$ cat config.mk
export PLATFORM = sky130hd
export DESIGN_NAME = wan_modem_control_sequencer
export DESIGN_NICKNAME = d
export VERILOG_FILES = /design/src/rtl/modem_seq_pkg.sv /design/src/rtl/wan_modem_control_sequencer.sv /design/src/rtl/tick_divider.sv
export SDC_FILE = /design/constraint.sdc
export NUM_CORES = 1
export LEC_CHECK = 0
export ABC_AREA = 1
export ABC_CLOCK_PERIOD_IN_PS = 3600
export BUFFER_PORTS_ARGS = -buffer_cell sky130_fd_sc_hd__buf_2
export CELL_PAD_IN_SITES_DETAIL_PLACEMENT = 2
export CELL_PAD_IN_SITES_GLOBAL_PLACEMENT = 2
export CORE_AREA = 2 2 122 124
export DETAILED_ROUTE_END_ITERATION = 8
export DIE_AREA = 0 0 124 126
export GPL_ROUTABILITY_DRIVEN = 0
export PLACE_DENSITY = 0.9
export SETUP_SLACK_MARGIN = 0.4
export SLEW_MARGIN = 10
export SYNTH_ARGS = -nofsm -noshare
export SYNTH_HDL_FRONTEND = slang
export SYNTH_SLANG_ARGS = --single-unit
$ cat constraint.sdc
create_clock -name clk -period 3.6 [get_ports clk]
set_clock_uncertainty 0.1 [all_clocks]
set_input_delay 0.72 -clock clk [delete_from_list [all_inputs] [get_ports clk]]
set_output_delay 0.72 -clock clk [all_outputs]
set_load 0.01 [all_outputs]
$ cat src/rtl/modem_seq_pkg.sv
package modem_seq_pkg;

  // ****************************************
  // Bus geometry
  // ****************************************
  localparam int ADDR_W = 8;
  localparam int DATA_W = 32;

  // ****************************************
  // Register offsets (byte addresses)
  // ****************************************
  localparam logic [7:0] OFS_CTRL = 8'h00;
  localparam logic [7:0] OFS_WAIT = 8'h04;
  localparam logic [7:0] OFS_STATUS = 8'h08;
  localparam logic [7:0] OFS_INT_STAT = 8'h0c;
  localparam logic [7:0] OFS_INT_MASK = 8'h10;

  // ****************************************
  // Field layouts and reset values
  // ****************************************
  localparam int CTRL_W = 3;
  localparam int NUM_EV = 4;
  localparam int EV_UP = 0;
  localparam int EV_LOSS = 1;
  localparam int EV_EXPIRE = 2;
  localparam int EV_RING = 3;
  localparam int ST_DTR = 0;
  localparam int ST_UP = 1;
  localparam int ST_ALARM = 2;
  localparam int ST_RI = 3;
  localparam int ST_CD = 4;
  localparam int ST_DSR = 5;
  localparam int ST_STATE_LO = 6;
  localparam int ST_SECS_LO = 8;
  localparam logic [2:0] CTRL_RESET = 3'h0;
  localparam logic [3:0] MASK_RESET = 4'h0;

  // ****************************************
  // Timing
  // ****************************************
  localparam int SECS_W = 8;
  localparam logic [7:0] CARRIER_WAIT_S = 8'h3c;
  localparam logic [7:0] TOGGLE_S = 8'h05;
  localparam logic [7:0] LOSS_S = 8'h0a;
  localparam int unsigned SEC_NS = 1000000000;
  localparam int unsigned CLK_PERIOD_NS = 25;
  localparam int unsigned CYCLES_PER_SEC = SEC_NS / CLK_PERIOD_NS;
  localparam int DIV_W = 26;

  // ****************************************
  // Types
  // ****************************************
  typedef struct packed {
    logic ri;
    logic cd;
    logic dsr;
  } modem_in_t;

  typedef struct packed {
    logic activate;
    logic backup;
    logic leased;
  } ctrl_t;

  typedef enum logic [1:0] {
    S_IDLE,
    S_WAIT,
    S_DROP,
    S_UP
  } seq_state_t;

endpackage : modem_seq_pkg

$ cat src/rtl/wan_modem_control_sequencer.sv
// Notes on behaviour
// - Clear-to-send never paces transmission
// - Ring raises both DTR and RTS
// - Wait carrier_wait_time for CD and DSR
// - Leased mode: respond once CD is high
// - No CD in time: drop lines 5 s
// - Toggle polling repeats while link inactive
// - Ring while DTR low: raise, new wait
// - Protocol timeout starts the toggle cycle
// - Link up only with CD and DSR
// - CD absent 10 s while up: alarm
// - CD loss alone keeps link up
// - Ring while DTR high restarts wait timer
// - Ring ignored once link is up
// - Backup mode idle: hold lines low
// - Backup activation raises lines to call
`timescale 1ns/10ps
module wan_modem_control_sequencer #(
  parameter int unsigned TICK_CYCLES = modem_seq_pkg::CYCLES_PER_SEC
) (
  // Clock and reset
  input wire logic clk,
  input wire logic rst_n,
  // Register port
  input wire logic [modem_seq_pkg::ADDR_W-1:0] addr,
  input wire logic [modem_seq_pkg::DATA_W-1:0] wdata,
  input wire logic wr,
  input wire logic rd,
  output logic [modem_seq_pkg::DATA_W-1:0] rdata,
  // Modem side
  input wire modem_seq_pkg::modem_in_t modem_in,
  output logic dtr,
  output logic rts,
  // Link layer side
  input wire logic l2_timeout,
  output logic tx_permit,
  output logic carrier_alarm,
  // Interrupt
  output logic irq
);
  import modem_seq_pkg::*;

  // ****************************************
  // Input synchronisers
  // ****************************************
  modem_in_t in_meta;
  modem_in_t in_s;
  logic ri_prev;
  logic ri_rise;

  always_ff @(posedge clk or negedge rst_n) begin
    if (!rst_n) begin
      in_meta <= '0;
      in_s <= '0;
      ri_prev <= 1'b0;
    end else begin
      in_meta <= modem_in;
      in_s <= in_meta;
      ri_prev <= in_s.ri;
    end
  end

  assign ri_rise = in_s.ri && !ri_prev;

  // ****************************************
  // Registers
  // ****************************************
  ctrl_t ctrl;
  logic [SECS_W-1:0] wait_secs;
  logic [NUM_EV-1:0] int_stat;
  logic [NUM_EV-1:0] int_mask;
  logic [NUM_EV-1:0] events;
  logic hit_ctrl;
  logic hit_wait;
  logic hit_stat;
  logic hit_mask;

  assign hit_ctrl = addr == OFS_CTRL;
  assign hit_wait = addr == OFS_WAIT;
  assign hit_stat = addr == OFS_INT_STAT;
  assign hit_mask = addr == OFS_INT_MASK;

  always_ff @(posedge clk or negedge rst_n) begin
    if (!rst_n) begin
      ctrl <= CTRL_RESET;
      wait_secs <= CARRIER_WAIT_S;
      int_mask <= MASK_RESET;
    end else if (wr) begin
      if (hit_ctrl) begin
        ctrl <= ctrl_t'(wdata[CTRL_W-1:0]);
      end
      if (hit_wait) begin
        wait_secs <= wdata[SECS_W-1:0];
      end
      if (hit_mask) begin
        int_mask <= wdata[NUM_EV-1:0];
      end
    end
  end

  // New events win over a write-one-to-clear in the same cycle
  always_ff @(posedge clk or negedge rst_n) begin
    if (!rst_n) begin
      int_stat <= '0;
    end else if (wr && hit_stat) begin
      int_stat <= (int_stat & ~wdata[NUM_EV-1:0]) | events;
    end else begin
      int_stat <= int_stat | events;
    end
  end

  always_ff @(posedge clk or negedge rst_n) begin
    if (!rst_n) begin
      irq <= 1'b0;
    end else begin
      irq <= |(int_stat & int_mask);
    end
  end

  // ****************************************
  // Sequencer
  // ****************************************
  seq_state_t state;
  seq_state_t next_state;
  logic [SECS_W-1:0] secs;
  logic tick;
  logic restart;
  logic hold_off;
  logic expire;
  logic drop_done;
  logic loss_hit;
  logic [1:0] state_code;

  assign hold_off = ctrl.backup && !ctrl.activate;
  assign expire = tick && ({1'b0, secs} + 9'h001 >= {1'b0, wait_secs});
  assign drop_done = tick && (secs == TOGGLE_S - 8'h01);
  assign loss_hit = (state == S_UP) && tick && !in_s.cd && (secs == LOSS_S - 8'h01);

  always_comb begin
    next_state = state;
    if (hold_off) begin
      next_state = S_IDLE;
    end else if (l2_timeout) begin
      next_state = S_DROP;
    end else begin
      unique case (state)
        S_IDLE: begin
          if (ctrl.backup && ctrl.activate) begin
            next_state = S_WAIT;
          end else if (ctrl.leased ? in_s.cd : ri_rise) begin
            next_state = S_WAIT;
          end
        end
        S_WAIT: begin
          if (in_s.cd && in_s.dsr) begin
            next_state = S_UP;
          end else if (!ri_rise && expire && !in_s.cd) begin
            next_state = S_DROP;
          end
        end
        S_DROP: begin
          if (ri_rise || drop_done) begin
            next_state = S_WAIT;
          end
        end
        S_UP: begin
          next_state = S_UP;
        end
      endcase
    end
  end

  // Timer restarts on every state change, on a ring while waiting, and
  // whenever carrier is present on a live link
  assign restart = (next_state != state)
                 || (state == S_WAIT && ri_rise)
                 || (state == S_UP && in_s.cd);

  tick_divider #(
    .CYCLES(TICK_CYCLES)
  ) u_tick (
    .clk(clk),
    .rst_n(rst_n),
    .clear(restart),
    .tick(tick)
  );

  always_ff @(posedge clk or negedge rst_n) begin
    if (!rst_n) begin
      state <= S_IDLE;
    end else begin
      state <= next_state;
    end
  end

  // Saturating seconds count; stops one alarm from repeating
  always_ff @(posedge clk or negedge rst_n) begin
    if (!rst_n) begin
      secs <= '0;
    end else if (restart) begin
      secs <= '0;
    end else if (tick && secs != 8'hff && !(state == S_UP && secs == LOSS_S)) begin
      secs <= secs + 8'h01;
    end
  end

  // DTR and RTS always move together
  always_ff @(posedge clk or negedge rst_n) begin
    if (!rst_n) begin
      dtr <= 1'b0;
      rts <= 1'b0;
    end else begin
      dtr <= (next_state == S_WAIT) || (next_state == S_UP);
      rts <= (next_state == S_WAIT) || (next_state == S_UP);
    end
  end

  // Clear-to-send is not an input: transmit permission depends on link state
  always_ff @(posedge clk or negedge rst_n) begin
    if (!rst_n) begin
      tx_permit <= 1'b0;
    end else begin
      tx_permit <= next_state == S_UP;
    end
  end

  // Alarm stays while carrier is still away on a live link
  always_ff @(posedge clk or negedge rst_n) begin
    if (!rst_n) begin
      carrier_alarm <= 1'b0;
    end else if (loss_hit) begin
      carrier_alarm <= 1'b1;
    end else if (in_s.cd || next_state != S_UP) begin
      carrier_alarm <= 1'b0;
    end
  end

  always_comb begin
    events = '0;
    events[EV_UP] = (state != S_UP) && (next_state == S_UP);
    events[EV_LOSS] = loss_hit;
    events[EV_EXPIRE] = (state == S_WAIT) && (next_state == S_DROP);
    events[EV_RING] = ri_rise && (state != S_UP);
  end

  // ****************************************
  // Read port
  // ****************************************
  always_comb begin
    unique case (state)
      S_IDLE: state_code = 2'h0;
      S_WAIT: state_code = 2'h1;
      S_DROP: state_code = 2'h2;
      S_UP: state_code = 2'h3;
    endcase
  end

  always_ff @(posedge clk or negedge rst_n) begin
    if (!rst_n) begin
      rdata <= '0;
    end else if (rd) begin
      rdata <= '0;
      unique case (addr)
        OFS_CTRL: rdata[CTRL_W-1:0] <= ctrl;
        OFS_WAIT: rdata[SECS_W-1:0] <= wait_secs;
        OFS_STATUS: begin
          rdata[ST_DTR] <= dtr;
          rdata[ST_UP] <= tx_permit;
          rdata[ST_ALARM] <= carrier_alarm;
          rdata[ST_RI] <= in_s.ri;
          rdata[ST_CD] <= in_s.cd;
          rdata[ST_DSR] <= in_s.dsr;
          rdata[ST_STATE_LO +: 2] <= state_code;
          rdata[ST_SECS_LO +: SECS_W] <= secs;
        end
        OFS_INT_STAT: rdata[NUM_EV-1:0] <= int_stat;
        OFS_INT_MASK: rdata[NUM_EV-1:0] <= int_mask;
        default: rdata <= '0;
      endcase
    end
  end

  // ****************************************
  // Assertions
  // ****************************************
  AST_LINES_PAIRED: assert property (@(posedge clk) disable iff (!rst_n)
    dtr == rts)
    else $error("DTR and RTS differ");

  AST_RING_RAISES: assert property (@(posedge clk) disable iff (!rst_n)
    state == S_IDLE && ri_rise && !ctrl.backup && !ctrl.leased && !l2_timeout
    |=> dtr && rts && state == S_WAIT)
    else $error("Ring did not raise DTR and RTS");

  AST_LEASED_CD: assert property (@(posedge clk) disable iff (!rst_n)
    state == S_IDLE && ctrl.leased && in_s.cd && !hold_off && !l2_timeout
    |=> dtr)
    else $error("Leased mode did not respond to carrier");

  AST_WAIT_EXPIRES: assert property (@(posedge clk) disable iff (!rst_n)
    state == S_WAIT && expire && !in_s.cd && !ri_rise && !hold_off && !l2_timeout
    |=> state == S_DROP && !dtr && secs == 8'h00)
    else $error("Carrier wait expiry did not drop lines");

  AST_DROP_LENGTH: assert property (@(posedge clk) disable iff (!rst_n)
    state == S_DROP && tick && secs == TOGGLE_S - 8'h01 && !hold_off && !l2_timeout
    |=> state == S_WAIT && dtr)
    else $error("Drop period did not end in a new wait");

  AST_RING_IN_DROP: assert property (@(posedge clk) disable iff (!rst_n)
    state == S_DROP && ri_rise && !hold_off && !l2_timeout
    |=> dtr && secs == 8'h00)
    else $error("Ring during drop did not raise lines");

  AST_L2_TOGGLE: assert property (@(posedge clk) disable iff (!rst_n)
    l2_timeout && !hold_off |=> state == S_DROP && !dtr)
    else $error("Protocol timeout did not start toggling");

  AST_UP_NEEDS_BOTH: assert property (@(posedge clk) disable iff (!rst_n)
    $rose(tx_permit) |-> $past(in_s.cd) && $past(in_s.dsr))
    else $error("Link came up without CD and DSR");

  AST_LOSS_ALARM: assert property (@(posedge clk) disable iff (!rst_n)
    loss_hit |=> carrier_alarm && int_stat[EV_LOSS])
    else $error("Carrier loss alarm missing");

  AST_STAY_UP: assert property (@(posedge clk) disable iff (!rst_n)
    state == S_UP && !hold_off && !l2_timeout |=> state == S_UP [*1] ##0 tx_permit)
    else $error("Link dropped without protocol timeout");

  AST_RING_RESTART: assert property (@(posedge clk) disable iff (!rst_n)
    state == S_WAIT && ri_rise && !(in_s.cd && in_s.dsr) && !hold_off && !l2_timeout
    |=> secs == 8'h00 && state == S_WAIT)
    else $error("Ring did not restart carrier wait");

  AST_RI_IGNORED_UP: assert property (@(posedge clk) disable iff (!rst_n)
    state == S_UP && ri_rise && !hold_off && !l2_timeout
    |=> state == S_UP ##1 (state == S_UP || $past(l2_timeout) || $past(hold_off)))
    else $error("Ring disturbed a live link");

  AST_BACKUP_LOW: assert property (@(posedge clk) disable iff (!rst_n)
    hold_off |=> !dtr && !rts && !tx_permit)
    else $error("Backup link not held idle");

  AST_BACKUP_CALL: assert property (@(posedge clk) disable iff (!rst_n)
    state == S_IDLE && ctrl.backup && ctrl.activate && !l2_timeout |=> dtr && rts)
    else $error("Backup activation did not raise lines");

  COV_RING_UP: cover property (@(posedge clk) disable iff (!rst_n)
    state == S_WAIT ##[1:20] state == S_UP);
  COV_EXPIRE: cover property (@(posedge clk) disable iff (!rst_n)
    state == S_WAIT ##1 state == S_DROP);
  COV_REDIAL: cover property (@(posedge clk) disable iff (!rst_n)
    state == S_DROP ##1 state == S_WAIT);
  COV_ALARM: cover property (@(posedge clk) disable iff (!rst_n) $rose(carrier_alarm));

endmodule : wan_modem_control_sequencer

$ cat src/rtl/tick_divider.sv
`timescale 1ns/10ps
module tick_divider #(
  parameter int unsigned CYCLES = modem_seq_pkg::CYCLES_PER_SEC
) (
  // Clock and reset
  input wire logic clk,
  input wire logic rst_n,
  // Control
  input wire logic clear,
  output logic tick
);
  import modem_seq_pkg::*;

  logic [DIV_W-1:0] cnt;

  // Restart keeps each interval aligned to its own start
  always_ff @(posedge clk or negedge rst_n) begin
    if (!rst_n) begin
      cnt <= '0;
      tick <= 1'b0;
    end else if (clear) begin
      cnt <= '0;
      tick <= 1'b0;
    end else if (cnt == DIV_W'(CYCLES - 1)) begin
      cnt <= '0;
      tick <= 1'b1;
    end else begin
      cnt <= cnt + 1'b1;
      tick <= 1'b0;
    end
  end

endmodule : tick_divider

==> metrics.md, run 1 <==
| Metric | Value |
|---|---|
| # fillers | `1,642` |
| Effective utilization at floorplan | `between 30% and 40%` |
| Required time of the critical path | `between 3 and 4 ns` |
| Post-layout instance area | `5590 um^2` |
| Max Transition Viols Final | `0` |
| First-pass detailed-route iteration total | `4` |
| Outcome | `completed` |
| Most frequent cells in the layout | `sky130_fd_sc_hd__nand2_1 (107), sky130_fd_sc_hd__dfrtp_1 (78), sky130_fd_sc_hd__inv_1 (71)` |
| Final antenna diode count | `0` |
| Yosys synthesis warning count | `0` |
| Seq/Total Area, Yosys | `a little under half` |
| Post-synthesis cell type count | `44` |
| Worst-case reg-to-reg path depth | `23` |
| Source of the worst register-to-register timing path | `secs[1]$_DFFE_PN0P_` |
| Core Rows | `44` |
| Layout net count | `between 600 and 700` |
| H-tree Lvls | `3` |
| DRC violation count after routing | `0` |
| Hold Slack | `0.248 ns` |
| Vias | `just over 4,000` |
| Insertion delay of the later-clocked pin in the worst-skew pair | `0.36 ns` |
| Endpoint type of the worst setup path | `flip-flop` |
| Final Instance Count excl. Fillers | `a little over 800` |
| Wire length reported by the detailed router | `around 16,000 um` |
| Leakage power total | `around 2.6 nW` |
| Wire length of the first global-routing pass | `22,400 um` |
| Worst Tran Pin Value | `~1.1 ns` |
| Area of the placeable core | `~14,000 um^2` |
| Clock root buffer | `sky130_fd_sc_hd__clkbuf_16` |
| Relative max-transition margin | `approximately 28%` |
| Post-synthesis area per instance | `about 8 um^2` |
| Reg clk slew, reported paths | `0.07 ns` |
| HP Start | `in_meta[2]$_DFF_PN0_` |
| TritonCTS clock tree | `yes` |
| Cell count of the worst hold path | `0` |
| Global routing usage summed across all routing layers | `18.5%` |
| Final hold vios | `0` |
| Number of DRC violations after detailed-routing iteration 0 | `roughly 180` |
| Synthesized flop and latch total | `slightly above 80` |
| Total power draw | `around 0.0024 W` |
| Remaining antenna violation count after routing | `0` |
| Maximum achievable frequency | `around 0.30 GHz` |
| Crit path time final | `about 3.3 ns` |
| Number of port buffers | `44` |
| Leading cell type in the layout, fill and taps excluded | `sky130_fd_sc_hd__nand2_1` |
| CP startpoint kind | `flip-flop` |
| Largest net degree at the start of global routing | `83` |
| Endpoint of the worst hold-timing path | `in_s[2]$_DFF_PN0_` |
| Crit path kind | `flip-flop to flip-flop` |
| Unrepaired setup endpoints after global routing | `true` |
| Number of antenna violations at the first check in global routing | `0` |
| Residual overflow from global routing | `0` |
| Total standard cell area after synthesis | `roughly 4500 um^2` |
| Chip height | `~130 um` |
| Gate count after technology mapping | `roughly 560` |
| Period utilization | `around nine tenths` |
| Final Setup Violations | `0` |
| Placed Area | `about 4900 um^2` |
| Vias in the first global route | `between 4,000 and 5,000` |
| Number of buffers between clock root and the deepest sink | `2` |
| Hold buffer count at CTS | `0` |
| Ratio of total power to cell area | `424 nW/um^2` |
| Setup TNS | `0 ns` |
| Width of the die | `about 120 um` |
| Max capacitance violation total | `0` |
| Max rail drop VDD | `0.000227 V` |
| Die ar. | `15,600 um^2` |
| Sum of net half-perimeters after detailed placement | `between 9000 and 10,000 um` |
| Signed area change from the synthesized netlist to the final layout | `23.7%` |
| Number of vias per cell | `about 5` |
| Type of the most critical hold path | `flip-flop to flip-flop` |
| Number of sinks on the clock net | `between 80 and 90` |
| Layout cells sized above 1 | `a little over a quarter` |
| Top fanout value on the critical path | `8` |
| Critical path arrival | `around 3.5 ns` |
| Instance count after placement with tap cells included | `775` |
| End of the worst register-to-register path | `secs[5]$_DFFE_PN0P_` |
| Combined flip-flop and latch cell area | `roughly 2100 um^2` |
| Number of I/O pins | `85` |
| Flop-to-flop setup slack | `0.29 ns` |
| Final routed wire length divided by cell count | `a little under 20 um` |
| Number of clock buffers inserted by TritonCTS | `9` |
| Multi-input gate area | `around 2200 um^2` |
## cell usage after synthesis (all sizes together)
master | instances | share of area [%]
dfrtp | 78 | 43
o221ai | 1 | 0.19
a31oi | 2 | 0.28
ha | 13 | 3.6
clkbuf | 7 | 0.58
or3 | 1 | 0.14
nor3 | 12 | 1.3
o22ai | 7 | 0.97
nor3b | 1 | 0.17
xnor2 | 1 | 0.19
xor2 | 12 | 2.3
conb | 1 | 0.083
o31ai | 9 | 1.5
a221oi | 2 | 0.39
nor2 | 74 | 7.3
a211oi | 1 | 0.17
o211ai | 2 | 0.33
nand4 | 12 | 1.7
nand3 | 30 | 4.2
or2 | 4 | 0.55
and2 | 1 | 0.14
o2bb2ai | 1 | 0.19
a311oi | 1 | 0.19
o21ai | 30 | 3.3
nand2 | 118 | 9.9
nor4 | 9 | 1.9
nand3b | 1 | 0.17
inv | 78 | 6.5
a21oi | 18 | 2.1
dfstp | 4 | 2.3
buf | 22 | 3.8
o21bai | 1 | 0.17
o2111ai | 1 | 0.19
clkinv | 1 | 0.083
## how the worst max path moves through the flow
stage	from	to	slack (ns)	cells past startpoint
2_1_floorplan	secs[0]$_DFFE_PN0P_	u_tick.cnt[22]$_DFF_PN0_	0.97	21
3_3_place_gp	secs[0]$_DFFE_PN0P_	secs[5]$_DFFE_PN0P_	0.44	21
3_5_place_dp	secs[0]$_DFFE_PN0P_	secs[2]$_DFFE_PN0P_	0.24	21
4_1_cts	secs[1]$_DFFE_PN0P_	secs[0]$_DFFE_PN0P_	0.41	24
5_1_grt	secs[1]$_DFFE_PN0P_	secs[5]$_DFFE_PN0P_	0.11	23
6_report	secs[1]$_DFFE_PN0P_	secs[5]$_DFFE_PN0P_	0.29	23
## area by class of cell
class	instances	share of cell area [%]
Clock buffer	11	4.34
Tap cell	184	4.12
Sequential cell	82	36.8
Inverter	79	5.30
Timing Repair Buffer	63	7.99
Multi-Input combinational cell	381	40.1
Clock inverter	5	1.39
## timing repair
| action | in CTS | in global routing |
|---|---|---|
| resized for setup | 3 | 58 |
| gates cloned | 0 | 3 |
| endpoints found under the setup margin | 35 | 37 |
| pin swaps | 1 | 14 |
| buffers inserted | 4 | 7 |
## report_power, final
group | switching [W] | internal (W)
Sequential | 0.0000316 | 0.000959
Combinational | 0.000207 | 0.000133
Clock | 0.000417 | 0.000625
## critical path, stage by stage (launching register included)
cell,delay [ns]
sky130_fd_sc_hd__dfrtp_1,0.45
sky130_fd_sc_hd__inv_2,0.09
sky130_fd_sc_hd__nor3_2,0.18
sky130_fd_sc_hd__inv_1,0.10
sky130_fd_sc_hd__nor2_2,0.16
sky130_fd_sc_hd__inv_2,0.09
sky130_fd_sc_hd__o21ai_2,0.14
sky130_fd_sc_hd__nand2_2,0.08
sky130_fd_sc_hd__inv_1,0.08
sky130_fd_sc_hd__ha_1,0.24
sky130_fd_sc_hd__nand2_1,0.08
sky130_fd_sc_hd__inv_1,0.05
sky130_fd_sc_hd__nand2_1,0.07
sky130_fd_sc_hd__nand2_1,0.06
sky130_fd_sc_hd__nand2_2,0.08
sky130_fd_sc_hd__nand2_2,0.06
sky130_fd_sc_hd__nand4_1,0.14
sky130_fd_sc_hd__nand2_2,0.09
sky130_fd_sc_hd__nand2_2,0.08
sky130_fd_sc_hd__nand2_2,0.07
sky130_fd_sc_hd__nor2_4,0.13
sky130_fd_sc_hd__nand3_4,0.21
sky130_fd_sc_hd__clkbuf_16,0.25
sky130_fd_sc_hd__nor2_1,0.14
## registers in the layout (all words and copies together), names as in the netlist
register / flops
tx_permit: 1
wait_secs: 8
rdata: 16
u_tick.tick: 1
carrier_alarm: 1
ctrl: 3
int_mask: 4
ri_prev: 1
state: 2
u_tick.cnt: 26
in_s: 3
int_stat: 4
irq: 1
in_meta: 3
secs: 8
## per-stage QoR
step | utilization (%) | worst slack [ns]
3_5_place_dp | 34.1 | 0.241
3_3_place_gp | 34.1 | 0.437
2_1_floorplan | - | 0.968
4_1_cts | 36.7 | 0.414
6_report | 39.1 | 0.293
5_1_grt | 39.1 | 0.115
## routing by layer
metal,vias up,wire length (um),GRT usage [%]
met5,-,0,0
met4,0,467,8.20
met3,33,545,3.58
met2,95,8350,32.4
met1,2080,6570,21.8
li1,1892,-,-
## cells by family (layout without fill, tap and decap cells)
logic type | after synthesis | count (layout) | share of synthesized area (%)
compound gates | 76 | 76 | 9.96
xor+xnor | 13 | 13 | 2.52
fa+ha+maj | 13 | 13 | 3.60
buf+inv | 108 | 158 | 10.9
flops | 82 | 82 | 45.5
other cells | 1 | 16 | 0.0829
simple gates | 263 | 263 | 27.4
Note: power is estimated with default switching activity, not from simulation.
==> inputs of run 2 (changes only) <==
--- a/config.mk
+++ b/config.mk
@@ -14,7 +14,7 @@
 export DETAILED_ROUTE_END_ITERATION = 8
 export DIE_AREA = 0 0 124 126
 export GPL_ROUTABILITY_DRIVEN = 0
-export PLACE_DENSITY = 0.9
+export PLACE_DENSITY = 0.88
 export SETUP_SLACK_MARGIN = 0.4
 export SLEW_MARGIN = 10
 export SYNTH_ARGS = -nofsm -noshare
==> metrics.md, run 2 (synthesized netlist as in run 1, its figures left out) <==
| Metric | Value |
|---|---|
| Outcome | `completed` |
| Critical Path Slowest Stage Cell | `sky130_fd_sc_hd__dfrtp_1` |
| Top fanout value on the critical path | `8 (unchanged)` |
| Flip-flop count of the largest register after layout | `26 (unchanged)` |
| Final antenna diode count | `0 (unchanged)` |
| Worst Setup EP | `secs[7]$_DFFE_PN0P_` |
| Vias | `4,039 (-1.5%)` |
| Residual overflow from global routing | `0 (unchanged)` |
| Delay-heaviest family, CP | `simple AND/OR/NAND/NOR gates` |
| Die ar. | `15,600 um^2 (unchanged)` |
| Critical path arrival | `3.44 ns (-0.04 ns)` |
| Number of vias per cell | `5.02 (-1.5%)` |
| Leakage power total | `2.56 nW (-0.40%)` |
| Hold Slack | `0.247 ns (-0.000882 ns)` |
| Signed area change from the synthesized netlist to the final layout | `23.7% (about the same)` |
| Wire length of the first global-routing pass | `22,400 um (about the same)` |
| Area of the placeable core | `14,300 um^2 (unchanged)` |
| Share of total power in the clock network | `42.6% (-1.3 points)` |
| Instance count after placement with tap cells included | `775 (unchanged)` |
| Number of I/O pins | `85 (unchanged)` |
| Sum of net half-perimeters after detailed placement | `9740 um (-0.14%)` |
| Number of buffers between clock root and the deepest sink | `2 (unchanged)` |
| CP startpoint kind | `flip-flop` |
| Cell chain of the critical path | `inv_2 -> nor3_2 -> inv_1 -> nor2_2 -> inv_2 -> o21ai_1 -> nand2_1 -> inv_2 -> ha_4 -> nand2_1 -> inv_1 -> nand2_1 -> nand2_1 -> nand2_1 -> nand2_2 -> nand2_1 -> nand3_1 -> nand2_1 -> nand3_1 -> nand3_1 -> nand3_4 -> clkbuf_16 -> nor2_2` |
| Final Setup Violations | `0 (unchanged)` |
| Final hold vios | `0 (unchanged)` |
| Number of antenna violations at the first check in global routing | `0 (unchanged)` |
| Layout net count | `677 (unchanged)` |
| Flop-to-flop setup slack | `0.34 ns (+0.05 ns)` |
| Chip height | `126 um (unchanged)` |
| Effective utilization at floorplan | `31.6% (unchanged)` |
| Most used cell, CP | `sky130_fd_sc_hd__nand2_1` |
| Largest register by flop count | `u_tick.cnt` |
| H-tree Lvls | `3 (unchanged)` |
| Setup TNS | `0 ns (unchanged)` |
| Levels on crit path | `23 (unchanged)` |
| Leading cell type in the layout, fill and taps excluded | `sky130_fd_sc_hd__nand2_1` |
| Max Transition Viols Final | `0 (unchanged)` |
| Required time of the critical path | `3.79 ns (about the same)` |
| Max rail drop VDD | `0.000206 V (-9.1%)` |
| Ratio of total power to cell area | `409 nW/um^2 (-3.6%)` |
| Worst setup slack before clock tree synthesis | `0.242 ns (+0.000905 ns)` |
| Cell count of the worst hold path | `0 (unchanged)` |
| Number of port buffers | `44 (unchanged)` |
| Wire length reported by the detailed router | `14,600 um (-8.5%)` |
| TritonCTS clock tree | `yes` |
| Reg clk slew, reported paths | `0.07 ns (about the same)` |
| Most frequent cells in the layout | `sky130_fd_sc_hd__nand2_1 (109), sky130_fd_sc_hd__dfrtp_1 (77), sky130_fd_sc_hd__inv_1 (69)` |
| Maximum achievable frequency | `0.307 GHz (+1.5%)` |
| Global routing usage summed across all routing layers | `18.4% (-0.17 points)` |
| Remaining antenna violation count after routing | `0 (unchanged)` |
| Registers with the highest flip-flop counts | `u_tick.cnt (26), rdata (16)` |
| Combinational share of power | `14.2% (-0.2 points)` |
| Worst path bufs/invs | `6 (unchanged)` |
| Unrepaired setup endpoints after global routing | `true` |
| Total internal power | `0.00166 W (-3.5%)` |
| Relative max-transition margin | `28.6% (+0.23 points)` |
| Worst Tran Pin Value | `1.07 ns (-0.00345 ns)` |
| Clock root buffer | `sky130_fd_sc_hd__clkbuf_16` |
| Switching fraction of total power | `27.6% (-0.069 points)` |
| End of the worst register-to-register path | `secs[7]$_DFFE_PN0P_` |
| Final Util | `39.1% (about the same)` |
| Crit path kind | `flip-flop to flip-flop` |
| Source of the worst register-to-register timing path | `secs[2]$_DFFE_PN0P_` |
| Switching power summed over all nets | `0.000630 W (-3.9%)` |
| Layout cells sized above 1 | `26.2% (+0.16 points)` |
| Final worst setup slack | `0.343 ns (+0.0497 ns)` |
| Largest stage delay, worst path | `0.44 ns (about the same)` |
| Period utilization | `90.5% (-1.4 points)` |
| Reg power frac | `43.2% (+1.5 points)` |
| DRC violation count after routing | `0 (unchanged)` |
| Vias in the first global route | `4,511 (+1.3%)` |
| Core Rows | `44 (unchanged)` |
| Largest net degree at the start of global routing | `83 (unchanged)` |
| Width of the die | `124 um (unchanged)` |
| Insertion delay of the later-clocked pin in the worst-skew pair | `0.35 ns (about the same)` |
| Type of the most critical hold path | `flip-flop to flip-flop` |
| Hold buffer count at CTS | `0 (unchanged)` |
| Startpoint of the worst setup timing path | `secs[2]$_DFFE_PN0P_` |
| Worst-case reg-to-reg path depth | `23 (unchanged)` |
| Number of sinks on the clock net | `82 (unchanged)` |
| Endpoint type of the worst setup path | `flip-flop` |
| Final routed wire length divided by cell count | `18.1 um (-8.5%)` |
| First-pass detailed-route iteration total | `4 (unchanged)` |
| Number of DRC violations after detailed-routing iteration 0 | `169 (-4.5%)` |
| Number of clock buffers inserted by TritonCTS | `9 (unchanged)` |
| Max capacitance violation total | `0 (unchanged)` |
| Final Instance Count excl. Fillers | `805 (unchanged)` |
| Crit path time final | `3.26 ns (-0.0497 ns)` |
run 2: cell types whose count changed in the layout (fill, tap and decap cells not counted), sizes merged:
cell,delta
clkinv,+1
bufinv,-1
buf,+1
clkinvlp,-1
clkbuf,-1
inv,+1
run 2: worst min path at each step:
stage,start,endpoint,slack (ns)
floorplan,in_meta[0]$_DFF_PN0_,in_s[0]$_DFF_PN0_,0.23
global placement,in_meta[2]$_DFF_PN0_,in_s[2]$_DFF_PN0_,0.24
detailed placement,in_meta[2]$_DFF_PN0_,in_s[2]$_DFF_PN0_,0.24
CTS,in_meta[2]$_DFF_PN0_,in_s[2]$_DFF_PN0_,0.25
global route,in_meta[2]$_DFF_PN0_,in_s[2]$_DFF_PN0_,0.27
finish,in_meta[2]$_DFF_PN0_,in_s[2]$_DFF_PN0_,0.25
run 2: final cells by class:
type / instances / area, um^2
well taps: 184 / 230
repair buffers: 63 / 429
flip-flops and latches: 82 / 2060
clock inverters: 5 / 61.3
clock buffers: 11 / 253
multi-input cells: 381 / 2260
inverters: 79 / 297
fillers: 1622 / 8720
run 2: what timing repair did:
item,4_1_cts,5_1_grt
cloned,0,2
resized for setup,1,63
setup buffers,3,9
endpoints found under the setup margin,35,38
pin swaps,1,15
run 2: power groups by stage:
stage | clock network [W] | logic, W | registers [W]
2_1_floorplan | 0 | 0.000150 | 0.000999
3_3_place_gp | 0 | 0.000203 | 0.00100
3_5_place_dp | 0 | 0.000220 | 0.00100
4_1_cts | 0.000991 | 0.000244 | 0.000988
5_1_grt | 0.00103 | 0.000357 | 0.000993
6_report | 0.000973 | 0.000325 | 0.000989
run 2: metrics by stage:
stage                     power [W]  instance area (um^2)
after global placement      0.00120                  4880
after global routing        0.00238                  5590
final                       0.00229                  5590
after detailed placement    0.00122                  4880
after CTS                   0.00222                  5240
after floorplan             0.00115                  4580
run 2: routing by layer:
| layer | part of all wire, % | up-vias | global-route usage (%) | routed length [um] |
|---|---|---|---|---|
| met5 | 0 | - | 0 | 0 |
| met4 | 2.6 | 0 | 6.21 | 386 |
| met3 | 2.8 | 24 | 3.58 | 407 |
| met2 | 53 | 68 | 33.4 | 7760 |
| met1 | 41 | 2058 | 21.2 | 6030 |
| li1 | - | 1889 | - | - |
run 2: worst reg2reg max path, delay by kind of cell, from the launching register on:
family	cells	cell delay, ns
flip-flops	1	0.44
AND/OR/NAND/NOR	15	1.68
buffers and inverters	6	0.64
adder cells (fa/ha/maj)	1	0.19
AO/OA/AOI/OAI	1	0.14
==> inputs of run 3 (changes only) <==
--- a/config.mk
+++ b/config.mk
@@ -6,15 +6,15 @@
 export NUM_CORES = 1
 export LEC_CHECK = 0
 export ABC_AREA = 1
-export ABC_CLOCK_PERIOD_IN_PS = 3600
+export ABC_CLOCK_PERIOD_IN_PS = 4200
 export BUFFER_PORTS_ARGS = -buffer_cell sky130_fd_sc_hd__buf_2
 export CELL_PAD_IN_SITES_DETAIL_PLACEMENT = 2
 export CELL_PAD_IN_SITES_GLOBAL_PLACEMENT = 2
-export CORE_AREA = 2 2 122 124
+export CORE_AREA = 2 2 117 119
 export DETAILED_ROUTE_END_ITERATION = 8
-export DIE_AREA = 0 0 124 126
+export DIE_AREA = 0 0 119 121
 export GPL_ROUTABILITY_DRIVEN = 0
-export PLACE_DENSITY = 0.88
+export PLACE_DENSITY = 0.94
 export SETUP_SLACK_MARGIN = 0.4
 export SLEW_MARGIN = 10
 export SYNTH_ARGS = -nofsm -noshare
==> constraint.sdc (replaced) <==
create_clock -name clk -period 4.2 [get_ports clk]
set_clock_uncertainty 0.1 [all_clocks]
set_input_delay 0.84 -clock clk [delete_from_list [all_inputs] [get_ports clk]]
set_output_delay 0.84 -clock clk [all_outputs]
set_load 0.01 [all_outputs]
==> metrics.md, run 3 (synthesized netlist as in run 1, its figures left out) <==
| Metric | Value |
|---|---|
| Crit path kind | `flip-flop to flip-flop` |
| Number of buffers between clock root and the deepest sink | `2 (unchanged)` |
| Maximum achievable frequency | `0.285 GHz (-7.1%)` |
| Remaining antenna violation count after routing | `0 (unchanged)` |
| Unrepaired setup endpoints after global routing | `false` |
| DRC violation count after routing | `0 (unchanged)` |
| Type of the most critical hold path | `flip-flop to flip-flop` |
| Max rail drop VDD | `0.000194 V (-5.9%)` |
| Vias | `4,037 (-0.050%)` |
| Final hold vios | `0 (unchanged)` |
| Cell count of the worst hold path | `0 (unchanged)` |
| Period utilization | `83.4% (-7.0 points)` |
| Most used cell, CP | `sky130_fd_sc_hd__nand2_1` |
| Global routing usage summed across all routing layers | `21.4% (+3.0 points)` |
| Crit path time final | `3.50 ns (+0.247 ns)` |
| Leading cell type in the layout, fill and taps excluded | `sky130_fd_sc_hd__nand2_1` |
| Worst setup slack before clock tree synthesis | `0.598 ns (+0.357 ns)` |
| Flip-flop count of the largest register after layout | `26 (unchanged)` |
| Core Rows | `42 (-4.5%)` |
| Number of clock buffers inserted by TritonCTS | `9 (unchanged)` |
| Final Util | `39.6% (+0.58 points)` |
| Final antenna diode count | `0 (unchanged)` |
| Signed area change from the synthesized netlist to the final layout | `14.7%` |
| Number of vias per cell | `5.15 (+2.6%)` |
| Largest net degree at the start of global routing | `83 (unchanged)` |
| Max capacitance violation total | `0 (unchanged)` |
| Setup TNS | `0 ns (unchanged)` |
| Endpoint type of the worst setup path | `flip-flop` |
| Most frequent cells in the layout | `sky130_fd_sc_hd__nand2_1 (116), sky130_fd_sc_hd__dfrtp_1 (78), sky130_fd_sc_hd__inv_1 (75)` |
| Top fanout value on the critical path | `10 (+2)` |
| HP Start | `in_meta[2]$_DFF_PN0_` |
| First-pass detailed-route iteration total | `4 (unchanged)` |
| Worst Tran Pin Value | `1.11 ns (+0.0368 ns)` |
| Source of the worst register-to-register timing path | `secs[0]$_DFFE_PN0P_` |
| Relative max-transition margin | `26.1% (-2.5 points)` |
| Critical path arrival | `3.65 ns (+0.21 ns)` |
| Residual overflow from global routing | `0 (unchanged)` |
| Ratio of total power to cell area | `361 nW/um^2 (-12%)` |
| Critical Path Slowest Stage Cell | `sky130_fd_sc_hd__dfrtp_1` |
| Effective utilization at floorplan | `34.6% (+3.0 points)` |
| Leakage power total | `2.47 nW (-3.4%)` |
| Required time of the critical path | `4.35 ns (+0.56 ns)` |
| H-tree Lvls | `3 (unchanged)` |
| Total power draw | `0.00187 W (-18%)` |
| Placed Area | `4840 um^2 (-0.92%)` |
| Vias in the first global route | `4,484 (-0.60%)` |
| Largest stage delay, worst path | `0.45 ns (about the same)` |
| Registers with the highest flip-flop counts | `u_tick.cnt (26), rdata (16)` |
| # fillers | `1,484 (-8.5%)` |
| Layout net count | `664 (-1.9%)` |
| Final routed wire length divided by cell count | `19.4 um (+7.1%)` |
| Largest register by flop count | `u_tick.cnt` |
| Number of I/O pins | `85 (unchanged)` |
| Layout cells sized above 1 | `17.8% (-8.5 points)` |
| Post-layout instance area | `5190 um^2 (-7.2%)` |
| End of the worst register-to-register path | `secs[0]$_DFFE_PN0P_` |
| Cell chain of the critical path | `ha_1 -> nand3_1 -> xor2_1 -> inv_1 -> ha_1 -> nand2_1 -> inv_1 -> nand2_1 -> nand3_1 -> nand2_1 -> nand2_1 -> nand2_1 -> nand2_1 -> nand2_1 -> nand3_1 -> nand2_1 -> nand3_1 -> nand2_1 -> nand2_2 -> nand3_4 -> buf_4 -> nor2_1` |
| Width of the die | `119 um (-4.0%)` |
| Number of sinks on the clock net | `82 (unchanged)` |
| Outcome | `completed` |
| Number of antenna violations at the first check in global routing | `0 (unchanged)` |
| Max Transition Viols Final | `0 (unchanged)` |
| Endpoint of the worst hold-timing path | `in_s[2]$_DFF_PN0_` |
| Die ar. | `14,400 um^2 (-7.8%)` |
| Wire length of the first global-routing pass | `23,700 um (+6.0%)` |
| Flop-to-flop setup slack | `0.70 ns (+0.35 ns)` |
| TritonCTS clock tree | `yes` |
| Number of DRC violations after detailed-routing iteration 0 | `166 (-1.8%)` |
| Final Setup Violations | `0 (unchanged)` |
| Area of the placeable core | `13,100 um^2 (-8.6%)` |
| Clock root buffer | `sky130_fd_sc_hd__clkbuf_16` |
| Reg clk slew, reported paths | `0.06 ns (about the same)` |
| Worst-case reg-to-reg path depth | `22 (-4.3%)` |
| CP startpoint kind | `flip-flop` |
| Final worst setup slack | `0.696 ns (+0.353 ns)` |
| Chip height | `121 um (-4.0%)` |
| Wire length reported by the detailed router | `15,200 um (+4.3%)` |
| Sum of net half-perimeters after detailed placement | `10,200 um (+5.0%)` |
| Number of port buffers | `44 (unchanged)` |
| Insertion delay of the later-clocked pin in the worst-skew pair | `0.36 ns (about the same)` |
run 3: changes by cell type in the layout (fill, tap and decap cells not counted), sizes merged:
| cell | before | now |
|---|---|---|
| buf | 61 | 49 |
| clkbuf | 13 | 10 |
| clkinv | 4 | 5 |
| clkinvlp | 0 | 1 |
| inv | 79 | 78 |
| nand3 | 30 | 31 |
run 3: metal layers:
| metal | track usage, % | up-vias | part of all wire (%) |
|---|---|---|---|
| met2 | 38.8 | 96 | 53 |
| li1 | - | 1866 | - |
| met3 | 3.76 | 37 | 3.2 |
| met4 | 10.7 | 0 | 3.2 |
| met5 | 0 | - | 0 |
| met1 | 24.1 | 2038 | 41 |
run 3: worst max-delay path, delay by kind of cell (launching register included):
| family | cells | cell delay, ns |
|---|---|---|
| flip-flops | 1 | 0.45 |
| XOR/XNOR | 1 | 0.22 |
| buffers and inverters | 3 | 0.36 |
| AND/OR/NAND/NOR | 16 | 1.68 |
| adder cells (fa/ha/maj) | 2 | 0.58 |
run 3: worst max-delay path by stage:
stage / from / endpoint / slack, ns
after floorplan: secs[0]$_DFFE_PN0P_ / u_tick.cnt[22]$_DFF_PN0_ / 1.57
final: secs[0]$_DFFE_PN0P_ / secs[0]$_DFFE_PN0P_ / 0.70
after detailed placement: secs[0]$_DFFE_PN0P_ / secs[0]$_DFFE_PN0P_ / 0.60
after global routing: secs[0]$_DFFE_PN0P_ / secs[5]$_DFFE_PN0P_ / 0.38
after global placement: secs[0]$_DFFE_PN0P_ / u_tick.tick$_DFF_PN0_ / 0.97
after CTS: secs[0]$_DFFE_PN0P_ / u_tick.cnt[8]$_DFF_PN0_ / 0.50
run 3: what timing repair did:
action                                  in CTS  in global routing
hold buffers                                 0                  0
endpoints found under the setup margin       0                 35
buffers inserted                             0                  3
resized for setup                            0                  4
run 3: metrics by stage:
stage | hold slack, ns | instances
after CTS | 0.256 | 780
final | 0.250 | 784
after global placement | 0.240 | 764
after global routing | 0.274 | 784
after floorplan | 0.231 | 571
after detailed placement | 0.243 | 764
run 3: area by class of cell:
class                   instances  area [um^2]  share of cell area (%)
multi-input cells             382         2050                    39.6
inverters                      79          297                    5.72
repair buffers                 49          273                    5.26
flip-flops and latches         82         2060                    39.7
well taps                     176          220                    4.25
clock buffers                  10          229                    4.41
clock inverters                 6         57.6                    1.11
run 3: report_power, final:
part	switching, W	internal, W	leakage (nW)
registers	0.0000269	0.000822	1.07
clock network	0.000357	0.000457	0.142
logic	0.000146	0.0000651	1.26
total	0.000530	0.00134	2.47
